File: src/verilog/dctm_pkg.sv
package dctm_pkg;
  localparam int unsigned CLK_PERIOD_NS = 25;
  localparam int unsigned CONV_TIME_MS = 125;
  localparam int unsigned CONV_CYCLES = CONV_TIME_MS * 1000000 / CLK_PERIOD_NS;
  localparam int unsigned RATE_GAP_MS = 125;
  localparam int unsigned RATE_GAP_CYCLES = RATE_GAP_MS * 1000000 / CLK_PERIOD_NS;
  // Slave address value is arbitrary
  localparam logic [6:0] DEF_SLAVE_ADDR = 7'h4D;
  localparam logic [6:0] ALERT_RESP_ADDR = 7'h0C;
  localparam logic [7:0] CMD_ONESHOT = 8'h0F;
  localparam logic [7:0] REG_LOC_INT = 8'h00;
  localparam logic [7:0] REG_REM_INT = 8'h01;
  localparam logic [7:0] REG_STATUS = 8'h02;
  localparam logic [7:0] REG_CFG_RD = 8'h03;
  localparam logic [7:0] REG_RATE_RD = 8'h04;
  localparam logic [7:0] REG_LHI_RD = 8'h05;
  localparam logic [7:0] REG_LLO_RD = 8'h06;
  localparam logic [7:0] REG_RHI_RD = 8'h07;
  localparam logic [7:0] REG_RLO_RD = 8'h08;
  localparam logic [7:0] REG_CFG_WR = 8'h09;
  localparam logic [7:0] REG_RATE_WR = 8'h0A;
  localparam logic [7:0] REG_LHI_WR = 8'h0B;
  localparam logic [7:0] REG_LLO_WR = 8'h0C;
  localparam logic [7:0] REG_RHI_WR = 8'h0D;
  localparam logic [7:0] REG_RLO_WR = 8'h0E;
  localparam logic [7:0] REG_REM_FRAC = 8'h10;
  localparam logic [7:0] REG_LOC_FRAC = 8'h11;
  localparam logic [7:0] REG_OVT_REM = 8'h19;
  localparam logic [7:0] REG_OVT_LOC = 8'h20;
  localparam logic [7:0] RST_PTR = 8'h00;
  localparam logic [7:0] RST_CFG = 8'h00;
  localparam logic [7:0] RST_RATE = 8'h07;
  localparam logic [7:0] RST_LHI = 8'h55;
  localparam logic [7:0] RST_RHI_A = 8'h5F;
  localparam logic [7:0] RST_RHI_B = 8'h55;
  localparam logic [7:0] RST_LOW = 8'h00;
  localparam logic [7:0] RST_OVT_LOC = 8'h55;
  localparam logic [7:0] RST_OVT_REM_A = 8'h7D;
  localparam logic [7:0] RST_OVT_REM_B = 8'h55;
  localparam logic [7:0] FAULT_CODE = 8'hFF;
  localparam logic [7:0] UNMAPPED_RD = 8'h00;
  localparam int unsigned CFG_MASK_BIT = 7;
  localparam int unsigned CFG_RUN_N_BIT = 6;
  localparam int unsigned ST_BUSY_BIT = 7;
  localparam int unsigned ST_OPEN_BIT = 2;
  localparam logic [3:0] BITS_PER_BYTE = 4'h8;
  localparam int unsigned CH_LOC = 0;
  localparam int unsigned CH_REM = 1;
  typedef enum logic [1:0] {CV_IDLE = 2'b00, CV_BUSY = 2'b01, CV_WAIT = 2'b11} dctm_conv_e;
  typedef enum logic [3:0] {
    SM_IDLE = 4'b0000, SM_ADDR = 4'b0001, SM_AACK = 4'b0011, SM_CMD = 4'b0010,
    SM_CACK = 4'b0110, SM_WDATA = 4'b0111, SM_WACK = 4'b0101, SM_TX = 4'b0100,
    SM_TACK = 4'b1100, SM_IGN = 4'b1101
  } dctm_smb_e;
endpackage : dctm_pkg

File: src/verilog/dctm_core.sv
`timescale 1ns/10ps
`default_nettype none
module dctm_core
  import dctm_pkg::*;
#(
  parameter logic [6:0] SLAVE_ADDR = DEF_SLAVE_ADDR,
  parameter bit VARIANT_B = 1'b0,
  parameter int unsigned CONV_LEN = CONV_CYCLES,
  parameter int unsigned RATE_GAP = RATE_GAP_CYCLES
) (
  input wire logic clk_sys,
  input wire logic rst_n,
  input wire logic scl_in,
  input wire logic sda_in,
  output logic sda_out,
  output logic sda_oe,
  input wire logic [10:0] local_code,
  input wire logic [10:0] remote_code,
  input wire logic diode_open,
  input wire logic diode_short,
  output logic alert_n_out,
  output logic alert_oe,
  output logic overtemp_shutdown_n_out,
  output logic overtemp_shutdown_n_oe
);
  // Pin synchronisers
  logic [1:0] scl_sync_ff, sda_sync_ff;
  logic scl_prev_ff, sda_prev_ff;
  always_ff @(posedge clk_sys or negedge rst_n) begin
    if (!rst_n) begin
      scl_sync_ff <= 2'h3;
      sda_sync_ff <= 2'h3;
      scl_prev_ff <= 1'b1;
      sda_prev_ff <= 1'b1;
    end else begin
      scl_sync_ff <= {scl_sync_ff[0], scl_in};
      sda_sync_ff <= {sda_sync_ff[0], sda_in};
      scl_prev_ff <= scl_sync_ff[1];
      sda_prev_ff <= sda_sync_ff[1];
    end
  end
  logic scl_s, sda_s, scl_rise, scl_fall, start_det, stop_det;
  assign scl_s = scl_sync_ff[1];
  assign sda_s = sda_sync_ff[1];
  assign scl_rise = scl_s && !scl_prev_ff;
  assign scl_fall = !scl_s && scl_prev_ff;
  assign start_det = scl_s && scl_prev_ff && sda_prev_ff && !sda_s;
  assign stop_det = scl_s && scl_prev_ff && !sda_prev_ff && sda_s;
  // Register state
  logic [7:0] ptr_ff, cfg_ff, rate_ff;
  logic [7:0] lim_hi_ff [2], lim_lo_ff [2], lim_ovt_ff [2], temp_int_ff [2];
  logic [2:0] temp_frac_ff [2];
  logic [6:0] flag_ff;
  logic open_ff, alert_ff, shutdown_ff;
  dctm_conv_e cv_st_ff;
  logic [31:0] cv_cnt_ff;
  // Serial slave state
  dctm_smb_e sm_st_ff;
  logic [7:0] sh_ff, wr_data_ff, tx_src_ff;
  logic [3:0] bit_cnt_ff;
  logic drive_ff, ara_ff, oneshot_p_ff, wr_p_ff, rd_done_p_ff;
  logic conv_done, stby_set, busy;
  assign busy = (cv_st_ff == CV_BUSY);
  // Abort wins over a completion in the same cycle
  assign conv_done = busy && !stby_set && (cv_cnt_ff == CONV_LEN - 1);
  assign stby_set = wr_p_ff && (ptr_ff == REG_CFG_WR) && wr_data_ff[CFG_RUN_N_BIT] && !cfg_ff[CFG_RUN_N_BIT];
  // Newly sampled results, remote forced to fault code on a bad diode
  logic diode_fault;
  logic [7:0] new_int [2];
  logic [2:0] new_frac [2];
  assign diode_fault = diode_open || diode_short;
  assign new_int[CH_LOC] = local_code[10:3];
  assign new_frac[CH_LOC] = local_code[2:0];
  assign new_int[CH_REM] = diode_fault ? FAULT_CODE : remote_code[10:3];
  assign new_frac[CH_REM] = diode_fault ? 3'h0 : remote_code[2:0];
  // Per-channel comparisons on the new results
  logic [1:0] cmp_hi, cmp_lo, cmp_ovt;
  genvar ch;
  generate
    for (ch = 0; ch < 2; ch++) begin : g_ch
      assign cmp_hi[ch] = new_int[ch] >= lim_hi_ff[ch];
      assign cmp_lo[ch] = new_int[ch] < lim_lo_ff[ch];
      assign cmp_ovt[ch] = new_int[ch] >= lim_ovt_ff[ch];
      always_ff @(posedge clk_sys or negedge rst_n) begin
        if (!rst_n) begin
          temp_int_ff[ch] <= 8'h00;
          temp_frac_ff[ch] <= 3'h0;
        end else if (conv_done) begin
          temp_int_ff[ch] <= new_int[ch];
          temp_frac_ff[ch] <= new_frac[ch];
        end
      end
    end
  endgenerate
  // Live conditions, held from the last completed sequence
  logic [6:0] cond_ff, new_cond;
  logic open_alerts;
  assign open_alerts = VARIANT_B && diode_open;
  assign new_cond = {cmp_hi[CH_LOC], cmp_lo[CH_LOC], cmp_hi[CH_REM], cmp_lo[CH_REM],
                     diode_open, cmp_ovt[CH_REM], cmp_ovt[CH_LOC]};
  always_ff @(posedge clk_sys or negedge rst_n) begin
    if (!rst_n) begin
      cond_ff <= 7'h00;
      open_ff <= 1'b0;
    end else if (conv_done) begin
      cond_ff <= new_cond;
      open_ff <= open_alerts;
    end
  end
  // Conversion sequencer
  always_ff @(posedge clk_sys or negedge rst_n) begin
    if (!rst_n) begin
      cv_st_ff <= CV_IDLE;
      cv_cnt_ff <= 32'h0;
    end else begin
      case (cv_st_ff)
        CV_IDLE: begin
          cv_cnt_ff <= 32'h0;
          if (oneshot_p_ff || !cfg_ff[CFG_RUN_N_BIT]) begin
            cv_st_ff <= CV_BUSY;
          end
        end
        CV_BUSY: begin
          if (stby_set) begin
            cv_st_ff <= CV_IDLE;
            cv_cnt_ff <= 32'h0;
          end else if (conv_done) begin
            cv_st_ff <= cfg_ff[CFG_RUN_N_BIT] ? CV_IDLE : CV_WAIT;
            cv_cnt_ff <= 32'h0;
          end else begin
            cv_cnt_ff <= cv_cnt_ff + 32'h1;
          end
        end
        CV_WAIT: begin
          if (cfg_ff[CFG_RUN_N_BIT]) begin
            cv_st_ff <= CV_IDLE;
            cv_cnt_ff <= 32'h0;
          end else if (oneshot_p_ff || cv_cnt_ff == RATE_GAP - 1) begin
            cv_st_ff <= CV_BUSY;
            cv_cnt_ff <= 32'h0;
          end else begin
            cv_cnt_ff <= cv_cnt_ff + 32'h1;
          end
        end
        default: begin
          cv_st_ff <= CV_IDLE;
          cv_cnt_ff <= 32'h0;
        end
      endcase
    end
  end
  // Sticky status flags, set wins over clear
  logic status_clr, ara_clr;
  assign status_clr = rd_done_p_ff && !ara_ff && (tx_src_ff == REG_STATUS);
  assign ara_clr = rd_done_p_ff && ara_ff;
  always_ff @(posedge clk_sys or negedge rst_n) begin
    if (!rst_n) begin
      flag_ff <= 7'h00;
    end else if (conv_done) begin
      flag_ff <= flag_ff | new_cond;
    end else if (status_clr) begin
      flag_ff <= flag_ff & cond_ff;
    end
  end
  // Alert latch and overtemp level
  logic alert_cond, alert_new;
  assign alert_cond = (|cond_ff[6:3]) || open_ff;
  assign alert_new = (|new_cond[6:3]) || open_alerts;
  always_ff @(posedge clk_sys or negedge rst_n) begin
    if (!rst_n) begin
      alert_ff <= 1'b0;
    end else if (conv_done && alert_new && !cfg_ff[CFG_MASK_BIT]) begin
      alert_ff <= 1'b1;
    end else if ((status_clr || ara_clr) && !alert_cond) begin
      alert_ff <= 1'b0;
    end
  end
  always_ff @(posedge clk_sys or negedge rst_n) begin
    if (!rst_n) begin
      shutdown_ff <= 1'b0;
    end else if (conv_done) begin
      shutdown_ff <= |cmp_ovt;
    end
  end
  // Writable registers
  always_ff @(posedge clk_sys or negedge rst_n) begin
    if (!rst_n) begin
      cfg_ff <= RST_CFG;
      rate_ff <= RST_RATE;
      lim_hi_ff[CH_LOC] <= RST_LHI;
      lim_hi_ff[CH_REM] <= VARIANT_B ? RST_RHI_B : RST_RHI_A;
      lim_lo_ff[CH_LOC] <= RST_LOW;
      lim_lo_ff[CH_REM] <= RST_LOW;
      lim_ovt_ff[CH_LOC] <= RST_OVT_LOC;
      lim_ovt_ff[CH_REM] <= VARIANT_B ? RST_OVT_REM_B : RST_OVT_REM_A;
    end else if (wr_p_ff) begin
      case (ptr_ff)
        REG_CFG_WR: cfg_ff <= wr_data_ff;
        REG_RATE_WR: rate_ff <= wr_data_ff;
        REG_LHI_WR: lim_hi_ff[CH_LOC] <= wr_data_ff;
        REG_LLO_WR: lim_lo_ff[CH_LOC] <= wr_data_ff;
        REG_RHI_WR: lim_hi_ff[CH_REM] <= wr_data_ff;
        REG_RLO_WR: lim_lo_ff[CH_REM] <= wr_data_ff;
        REG_OVT_REM: lim_ovt_ff[CH_REM] <= wr_data_ff;
        REG_OVT_LOC: lim_ovt_ff[CH_LOC] <= wr_data_ff;
        default: cfg_ff <= cfg_ff;
      endcase
    end
  end
  // Read data for the pointed register
  logic [7:0] rd_data;
  always_comb begin
    case (ptr_ff)
      REG_LOC_INT: rd_data = temp_int_ff[CH_LOC];
      REG_REM_INT: rd_data = temp_int_ff[CH_REM];
      REG_STATUS: rd_data = {busy, flag_ff};
      REG_CFG_RD: rd_data = cfg_ff;
      REG_RATE_RD: rd_data = rate_ff;
      REG_LHI_RD: rd_data = lim_hi_ff[CH_LOC];
      REG_LLO_RD: rd_data = lim_lo_ff[CH_LOC];
      REG_RHI_RD: rd_data = lim_hi_ff[CH_REM];
      REG_RLO_RD: rd_data = lim_lo_ff[CH_REM];
      REG_REM_FRAC: rd_data = {temp_frac_ff[CH_REM], 5'h00};
      REG_LOC_FRAC: rd_data = {temp_frac_ff[CH_LOC], 5'h00};
      REG_OVT_REM: rd_data = lim_ovt_ff[CH_REM];
      REG_OVT_LOC: rd_data = lim_ovt_ff[CH_LOC];
      default: rd_data = UNMAPPED_RD;
    endcase
  end
  // Serial slave; served in every mode, standby included
  logic [7:0] tx_byte;
  logic byte_end;
  assign tx_byte = ara_ff ? {SLAVE_ADDR, 1'b0} : rd_data;
  assign byte_end = scl_fall && (bit_cnt_ff == BITS_PER_BYTE);
  always_ff @(posedge clk_sys or negedge rst_n) begin
    if (!rst_n) begin
      sm_st_ff <= SM_IDLE;
      sh_ff <= 8'h00;
      bit_cnt_ff <= 4'h0;
      drive_ff <= 1'b0;
      ara_ff <= 1'b0;
      ptr_ff <= RST_PTR;
      oneshot_p_ff <= 1'b0;
      wr_p_ff <= 1'b0;
      wr_data_ff <= 8'h00;
      rd_done_p_ff <= 1'b0;
      tx_src_ff <= 8'h00;
    end else begin
      oneshot_p_ff <= 1'b0;
      wr_p_ff <= 1'b0;
      rd_done_p_ff <= 1'b0;
      if (start_det) begin
        sm_st_ff <= SM_ADDR;
        bit_cnt_ff <= 4'h0;
        drive_ff <= 1'b0;
        ara_ff <= 1'b0;
      end else if (stop_det) begin
        sm_st_ff <= SM_IDLE;
        drive_ff <= 1'b0;
      end else begin
        case (sm_st_ff)
          SM_ADDR, SM_CMD, SM_WDATA: begin
            if (scl_rise) begin
              sh_ff <= {sh_ff[6:0], sda_s};
              bit_cnt_ff <= bit_cnt_ff + 4'h1;
            end else if (byte_end) begin
              bit_cnt_ff <= 4'h0;
              if (sm_st_ff == SM_ADDR) begin
                if (sh_ff[7:1] == SLAVE_ADDR) begin
                  drive_ff <= 1'b1;
                  sm_st_ff <= SM_AACK;
                end else if (sh_ff[7:1] == ALERT_RESP_ADDR && sh_ff[0] && alert_ff) begin
                  drive_ff <= 1'b1;
                  ara_ff <= 1'b1;
                  sm_st_ff <= SM_AACK;
                end else begin
                  sm_st_ff <= SM_IGN;
                end
              end else if (sm_st_ff == SM_CMD) begin
                drive_ff <= 1'b1;
                sm_st_ff <= SM_CACK;
                if (sh_ff == CMD_ONESHOT) begin
                  oneshot_p_ff <= 1'b1;
                end else begin
                  ptr_ff <= sh_ff;
                end
              end else begin
                drive_ff <= 1'b1;
                wr_p_ff <= 1'b1;
                wr_data_ff <= sh_ff;
                sm_st_ff <= SM_WACK;
              end
            end
          end
          SM_AACK: begin
            if (scl_fall) begin
              if (sh_ff[0]) begin
                sh_ff <= tx_byte;
                tx_src_ff <= ptr_ff;
                drive_ff <= !tx_byte[7];
                sm_st_ff <= SM_TX;
              end else begin
                drive_ff <= 1'b0;
                sm_st_ff <= SM_CMD;
              end
            end
          end
          SM_CACK: begin
            if (scl_fall) begin
              drive_ff <= 1'b0;
              sm_st_ff <= SM_WDATA;
            end
          end
          SM_WACK: begin
            if (scl_fall) begin
              drive_ff <= 1'b0;
              sm_st_ff <= SM_IGN;
            end
          end
          SM_TX: begin
            if (scl_rise) begin
              bit_cnt_ff <= bit_cnt_ff + 4'h1;
            end else if (byte_end) begin
              drive_ff <= 1'b0;
              bit_cnt_ff <= 4'h0;
              sm_st_ff <= SM_TACK;
            end else if (scl_fall) begin
              sh_ff <= {sh_ff[6:0], 1'b0};
              drive_ff <= !sh_ff[6];
            end
          end
          SM_TACK: begin
            if (scl_rise) begin
              rd_done_p_ff <= 1'b1;
              sm_st_ff <= SM_IGN;
            end
          end
          SM_IDLE, SM_IGN: begin
            drive_ff <= 1'b0;
          end
          default: begin
            sm_st_ff <= SM_IDLE;
            drive_ff <= 1'b0;
          end
        endcase
      end
    end
  end

  assign sda_out = 1'b0;
  assign sda_oe = drive_ff;
  assign alert_n_out = 1'b0;
  assign alert_oe = alert_ff;
  assign overtemp_shutdown_n_out = 1'b0;
  assign overtemp_shutdown_n_oe = shutdown_ff;
endmodule : dctm_core
`default_nettype wire

File: config.mk
export PLATFORM = sky130hd
export DESIGN_NAME = dctm_core
export DESIGN_NICKNAME = d
export VERILOG_FILES = /design/src/verilog/dctm_pkg.sv /design/src/verilog/dctm_core.sv
export SDC_FILE = /design/constraint.sdc
export NUM_CORES = 1
export LEC_CHECK = 0
export BUFFER_PORTS_ARGS = -buffer_cell sky130_fd_sc_hd__clkbuf_2
export CAP_MARGIN = 20
export CORE_MARGIN = 5
export CORE_UTILIZATION = 42
export CTS_CLUSTER_SIZE = 8
export DETAILED_ROUTE_END_ITERATION = 8
export PLACE_DENSITY_LB_ADDON = 0.1
export SKIP_LAST_GASP = 1
export SYNTH_ARGS = -nofsm -noshare
export SYNTH_HDL_FRONTEND = slang
export SYNTH_SLANG_ARGS = --single-unit
File: constraint.sdc
create_clock -name clk_sys -period 3.1 [get_ports clk_sys]
set_input_delay 0.62 -clock clk_sys [delete_from_list [all_inputs] [get_ports clk_sys]]
set_output_delay 0.62 -clock clk_sys [all_outputs]
set_load 0.01 [all_outputs]
# Word-level counts from Yosys, hierarchy flattened
# Cells that the tools add are included.
# word_totals
ff_bits,187
inputBits,28
output_inout_bits,6
wordCells,271
# op_classes
addsub,2
magnitude_cmp,6
eq_ne,60
muxes,88
bitwise_logic,8
reduce_logical,73
# op_table
operator,count
$mux W32,4
$pmux W8 S13,1
$mux W4,18
$eq A8 B4 Y1 const B,8
$mux W8,8
$pmux W32 S2,1
$mux W1,41
$add A32 B1 Y32 const B,1
$eq A32 B23 Y1 const B,1
$eq A8 B3 Y1 const B,4
$ge A8 B8 Y1,4
$ne A4 B4 Y1 const B,8
$pmux W4 S7,1
$eq A8 B2 Y1 const B,3
$eq A8 B5 Y1 const B,3
$pmux W8 S3,1
$reduce_and A8 Y1,3
$logic_and A1 B1 Y1,21
$ne A2 B2 Y1 const B,9
$reduce_and A9 Y1,2
$eq A4 B3 Y1 const B,4
$lt A8 B8 Y1,2
$reduce_and A2 Y1,8
$mux W2,7
other kinds (35),74

# Logic depth before layout (Yosys ltp)
# depth
word_depth,11
ltp_mapped,9
ltp_nobuf,8

# Least setup slack after synthesis
# OpenSTA, ideal clock, no wires.
# synth_path
path_type,input to register
from,input port diode_open
to,"register shutdown_ff, in the netlist overtemp_shutdown_n_oe"
setup_time_ps,125
arrival_time_ps,2445
t_required_ps,2975
slack_ps,530
stages,9
path_buffers,1
path_cell_list,clkbuf_1 -> nor3_1 -> ha_1 -> nand2b_1 -> a21o_1 -> a21o_1 -> a211oi_1 -> o21ai_0 -> mux2_2
# synth_between
elab_chain_len,4
# synth_lines
element,line,text
"start, declared",dctm_core.sv:19,"input wire logic diode_open,"
$logic_or A1 B1 Y1,dctm_core.sv:71,assign diode_fault = diode_open || diode_short;
$mux W8,dctm_core.sv:74,assign new_int[CH_REM] = diode_fault ? FAULT_CODE : remote_code[10:3];
$ge A8 B8 Y1,dctm_core.sv:83,assign cmp_ovt[ch] = new_int[ch] >= lim_ovt_ff[ch];
$reduce_or A2 Y1,dctm_core.sv:182,shutdown_ff <= |cmp_ovt;
"end signal, assigned",dctm_core.sv:182,
"end, declared",dctm_core.sv:54,"logic open_ff, alert_ff, shutdown_ff;"
# Every way passes these cells.
# A chain may end at the register's enable or synchronous reset.

# Final worst setup path
# layout_path
from,register scl_prev_ff
to,register ptr_ff[5]
# layout_between
elab_chain_len,5
word_cells_on_any_way,13
classes_between,bitwise (3); reduce/logical (10)
# layout_lines
element,line,text
"start, declared",dctm_core.sv:28,"logic scl_prev_ff, sda_prev_ff;"
"start signal, assigned",dctm_core.sv:38,scl_prev_ff <= scl_sync_ff[1];
$logic_and A1 B1 Y1,"dctm_core.sv:47, dctm_core.sv:48",
"$logic_and A1 B1 Y1, on equally long branches (2 in a row)","dctm_core.sv:48, dctm_core.sv:47",
$not A1 Y1 (no line),-,
$reduce_and A8 Y1 (no line) *,-,
"end signal, assigned",dctm_core.sv:242,ptr_ff <= RST_PTR;
"end signal, assigned",dctm_core.sv:285,ptr_ff <= sh_ff;
"end, declared",dctm_core.sv:50,"logic [7:0] ptr_ff, cfg_ff, rate_ff;"
# Every way passes the cells marked *; elsewhere a longest branch is shown, timed or not.

==> impl_metrics.py <==
metrics = {
    "setup_path": {
        "setup.worst_path.start": "scl_prev_ff",
        "critPathMaxStageDelay_ns": 0.57,
        "cp_max_fo": 8,
        "r2r-start": "scl_prev_ff",
        "timing.rr.end": "ptr_ff[5]",
        "rrSetupSlack_ns": 0.61,
        "rr_worst_depth": 5,
        "cp_slowest_cell": "dfstp_2",
        "crit_type": "flop to flop",
        "cp.arrival_ns": 2.81,
        "required_ns": 3.42,
        "critPathLaunchType": "flop",
        "endpoint_kind": "flop",
        "crit_chain": "nor2b_1, and4_1, nand4_1, nor2_2, mux2_2",
    },
    "yosys": {
        "synth_top_family_by_area": "simple AND/OR/NAND/NOR gates",
        "synth_compound_area_share_pct": 13.7,
        "synth-seq-area-share_pct": 45.0,
        "async_reset_ff_share_pct": 100,
        "syn_area_um2": 10500,
        "syn_avg_cell_area_um2": 10.2,
        "synth_edf_count": 0,
        "syn_inst": 1032,
        "muxShareOfSynthArea_pct": 9.68,
        "synth.distinct_cells": 93,
        "synth_largest_area_cell": "dfrtp_1",
        "synthSimpleGateAreaFrac_pct": 18.6,
        "synth_top_area_share_pct": 37.7,
        "synthFlopType": "dfrtp_1",
        "ys_ff_latch": 187,
        "synthAdderAreaFrac_pct": 5.95,
        "ys_warn_count": 0,
        "synth.area.top_cells": "dfrtp_1 38%, mux2_2 8.3%, dfstp_2 7.3%",
        "synth-xor-area-share_pct": 2.17,
    },
    "die": {
        "std_cell_rows": 57,
        "core_region_area_um2": 24500,
        "die_x_um": 168,
        "start_util_pct": 42.8,
        "num_io_pins": 34,
        "die_height_um": 168,
        "design.die.area_um2": 28200,
    },
    "timing": {
        "tightest_slew_ns": 0.671,
        "final.setup.tns_ns": 0,
        "rsz0062_at_grt": "false",
        "hold_violations": 0,
        "slew_viol_final": 0,
        "setup_viol": 0,
        "clock_skew_ns": 0.0132,
        "min_period_over_period_pct": 80.3,
        "fmax_mhz": 402,
        "period_needed_ns": 2.49,
        "slew_headroom_pct": 55.3,
    },
    "drt": {
        "drc_errors": 0,
        "drtIter0Drc": 638,
        "viasPerCell": 5.67,
        "vias": 7926,
        "wl_per_cell_um": 20.8,
        "antenna_left": 0,
        "routed_wl_um": 29000,
        "firstDrtPassIters": 5,
    },
    "clock_tree": {
        "post-cts-setup-buffers": 0,
        "postCtsResizedCells": 0,
        "cts_inserted_buffers": 17,
        "clock-sinks": 187,
        "clk_pin_slew_ns": 0.07,
        "clock-root-buffer": "clkbuf_16",
        "h-tree-depth": 4,
        "ctsLongestPathBuffers": 2,
        "clk_latency_ns": 0.44,
        "tritoncts": "yes",
        "hold_buffers": 0,
    },
    "global_routing": {
        "grt_overflow": 0,
        "grt_first_pass_wirelength_um": 46100,
        "grt.total_usage_pct": 20.8,
        "grt_max_degree": 63,
        "antenna_found_initial": 1,
        "grt_pass1_vias": 7751,
    },
    "pwr": {
        "p_total_uw": 5530,
        "ir_drop_mv": 0.348,
        "power_density_nw_per_um2": 476,
        "p_leak_uw": 0.00499,
    },
    "outcome": {
        "outcome": "completed",
    },
    "cells_and_area": {
        "fillers": 2309,
        "layout-drive-gt1-share_pct": 20.5,
        "layout_commonest_cell": "dfrtp_1",
        "instances_no_fill": 1398,
        "n_antenna_cell": 0,
        "synthToLayoutAreaGrowth_pct": 10.8,
        "finish.utilization_pct": 47.5,
        "fin_nets": 1138,
        "final_cell_mix": "158 x dfrtp_1, 104 x nand2_1, 77 x mux2_2, 67 x o21ai_0, 61 x nor2_1",
    },
    "placement": {
        "port_buffers": 30,
        "place_congestion": 0.908,
        "dpl.cell_count": 1366,
        "dp_hpwl_um": 21300,
    },
    "flow_run": {
        "cap_violations": 0,
    },
    "hold_path": {
        "min_path_type": "input pin to asynchronous set/reset pin",
    },
}
## through the flow
stage / setup WS [ns] / hold slack [ns] / area, um2
2_1_floorplan: 0.530 / 0.324 / 10500
3_3_place_gp: 0.297 / 0.346 / 11000
3_5_place_dp: 0.262 / 0.347 / 11000
6_report: 0.610 / 0.125 / 11600
4_1_cts: 0.586 / 0.123 / 11600
5_1_grt: 0.429 / 0.139 / 11600
## how the worst max path moves through the flow
| stage | to |
|---|---|
| global placement | overtemp_shutdown_n_oe |
| CTS | flag_ff[1] |
| finish | ptr_ff[5] |
| floorplan | overtemp_shutdown_n_oe |
| global route | flag_ff[1] |
| detailed placement | overtemp_shutdown_n_oe |
## report_power, final
| part | internal (uW) | switching (uW) | total [uW] |
|---|---|---|---|
| combinational | 256 | 354 | 610 |
| clock | 1160 | 1070 | 2230 |
| sequential | 2540 | 148 | 2690 |
| total | 3960 | 1570 | 5530 |
## critical path, delay by kind of cell, from the launching register on
family / cells / cell delay [ns]
DFF: 1 / 0.57
and+or+nand+nor: 4 / 1.40
muxes: 1 / 0.39
## registers in the layout, summed over array words and instances (netlist names), 7 cells and up
| signal | cells |
|---|---|
| wr_data_ff | 8 |
| sh_ff | 8 |
| cond_ff | 7 |
| flag_ff | 7 |
| lim_lo_ff | 16 |
| ptr_ff | 8 |
| temp_int_ff | 16 |
| tx_src_ff | 8 |
| lim_ovt_ff | 16 |
| cfg_ff | 8 |
| rate_ff | 8 |
| cv_cnt_ff | 32 |
| lim_hi_ff | 16 |
## Yosys cell counts, types with 10 or more instances
library cell	n
a21o_1	24
a21oi_1	26
a22oi_1	10
and3_1	10
buf_2	15
clkbuf_1	22
dfrtp_1	158
dfstp_2	29
ha_1	49
inv_1	60
mux2_2	77
nand2_1	104
nand2b_1	14
nand3_1	35
nand4_1	20
nor2_1	61
nor2b_1	11
nor3_1	19
nor4_1	13
o21ai_0	67
o22a_1	12
or3_1	13
xor2_1	18
## cell families after synthesis
| logic type | Yosys count |
|---|---|
| AND/OR/NAND/NOR | 355 |
| AO/OA/AOI/OAI | 212 |
| flip-flops | 187 |
| buffers and inverters | 112 |
| multiplexers | 89 |
| adder cells (fa/ha/maj) | 50 |
| XOR/XNOR | 26 |
| other | 1 |
## area by class of cell
type                       count  area [um2]  area share [%]
multi-input combinational    735        5260            45.3
sequential                   187        4720            40.6
timing repair buffer          59         414            3.57
clock buffer                  18         439            3.78
clock inverter                14         148            1.27
tap                          324         405            3.49
inverter                      61         229            1.97
## metal layers
layer | GRT usage (%) | wire length (um) | vias up
li1 | - | - | 3781
met1 | 29.2 | 13500 | 3923
met2 | 32.2 | 13300 | 168
met3 | 4.01 | 1260 | 52
met4 | 7.48 | 980 | 2
met5 | 0 | 13 | -
Power figures use the tool's default switching activity.
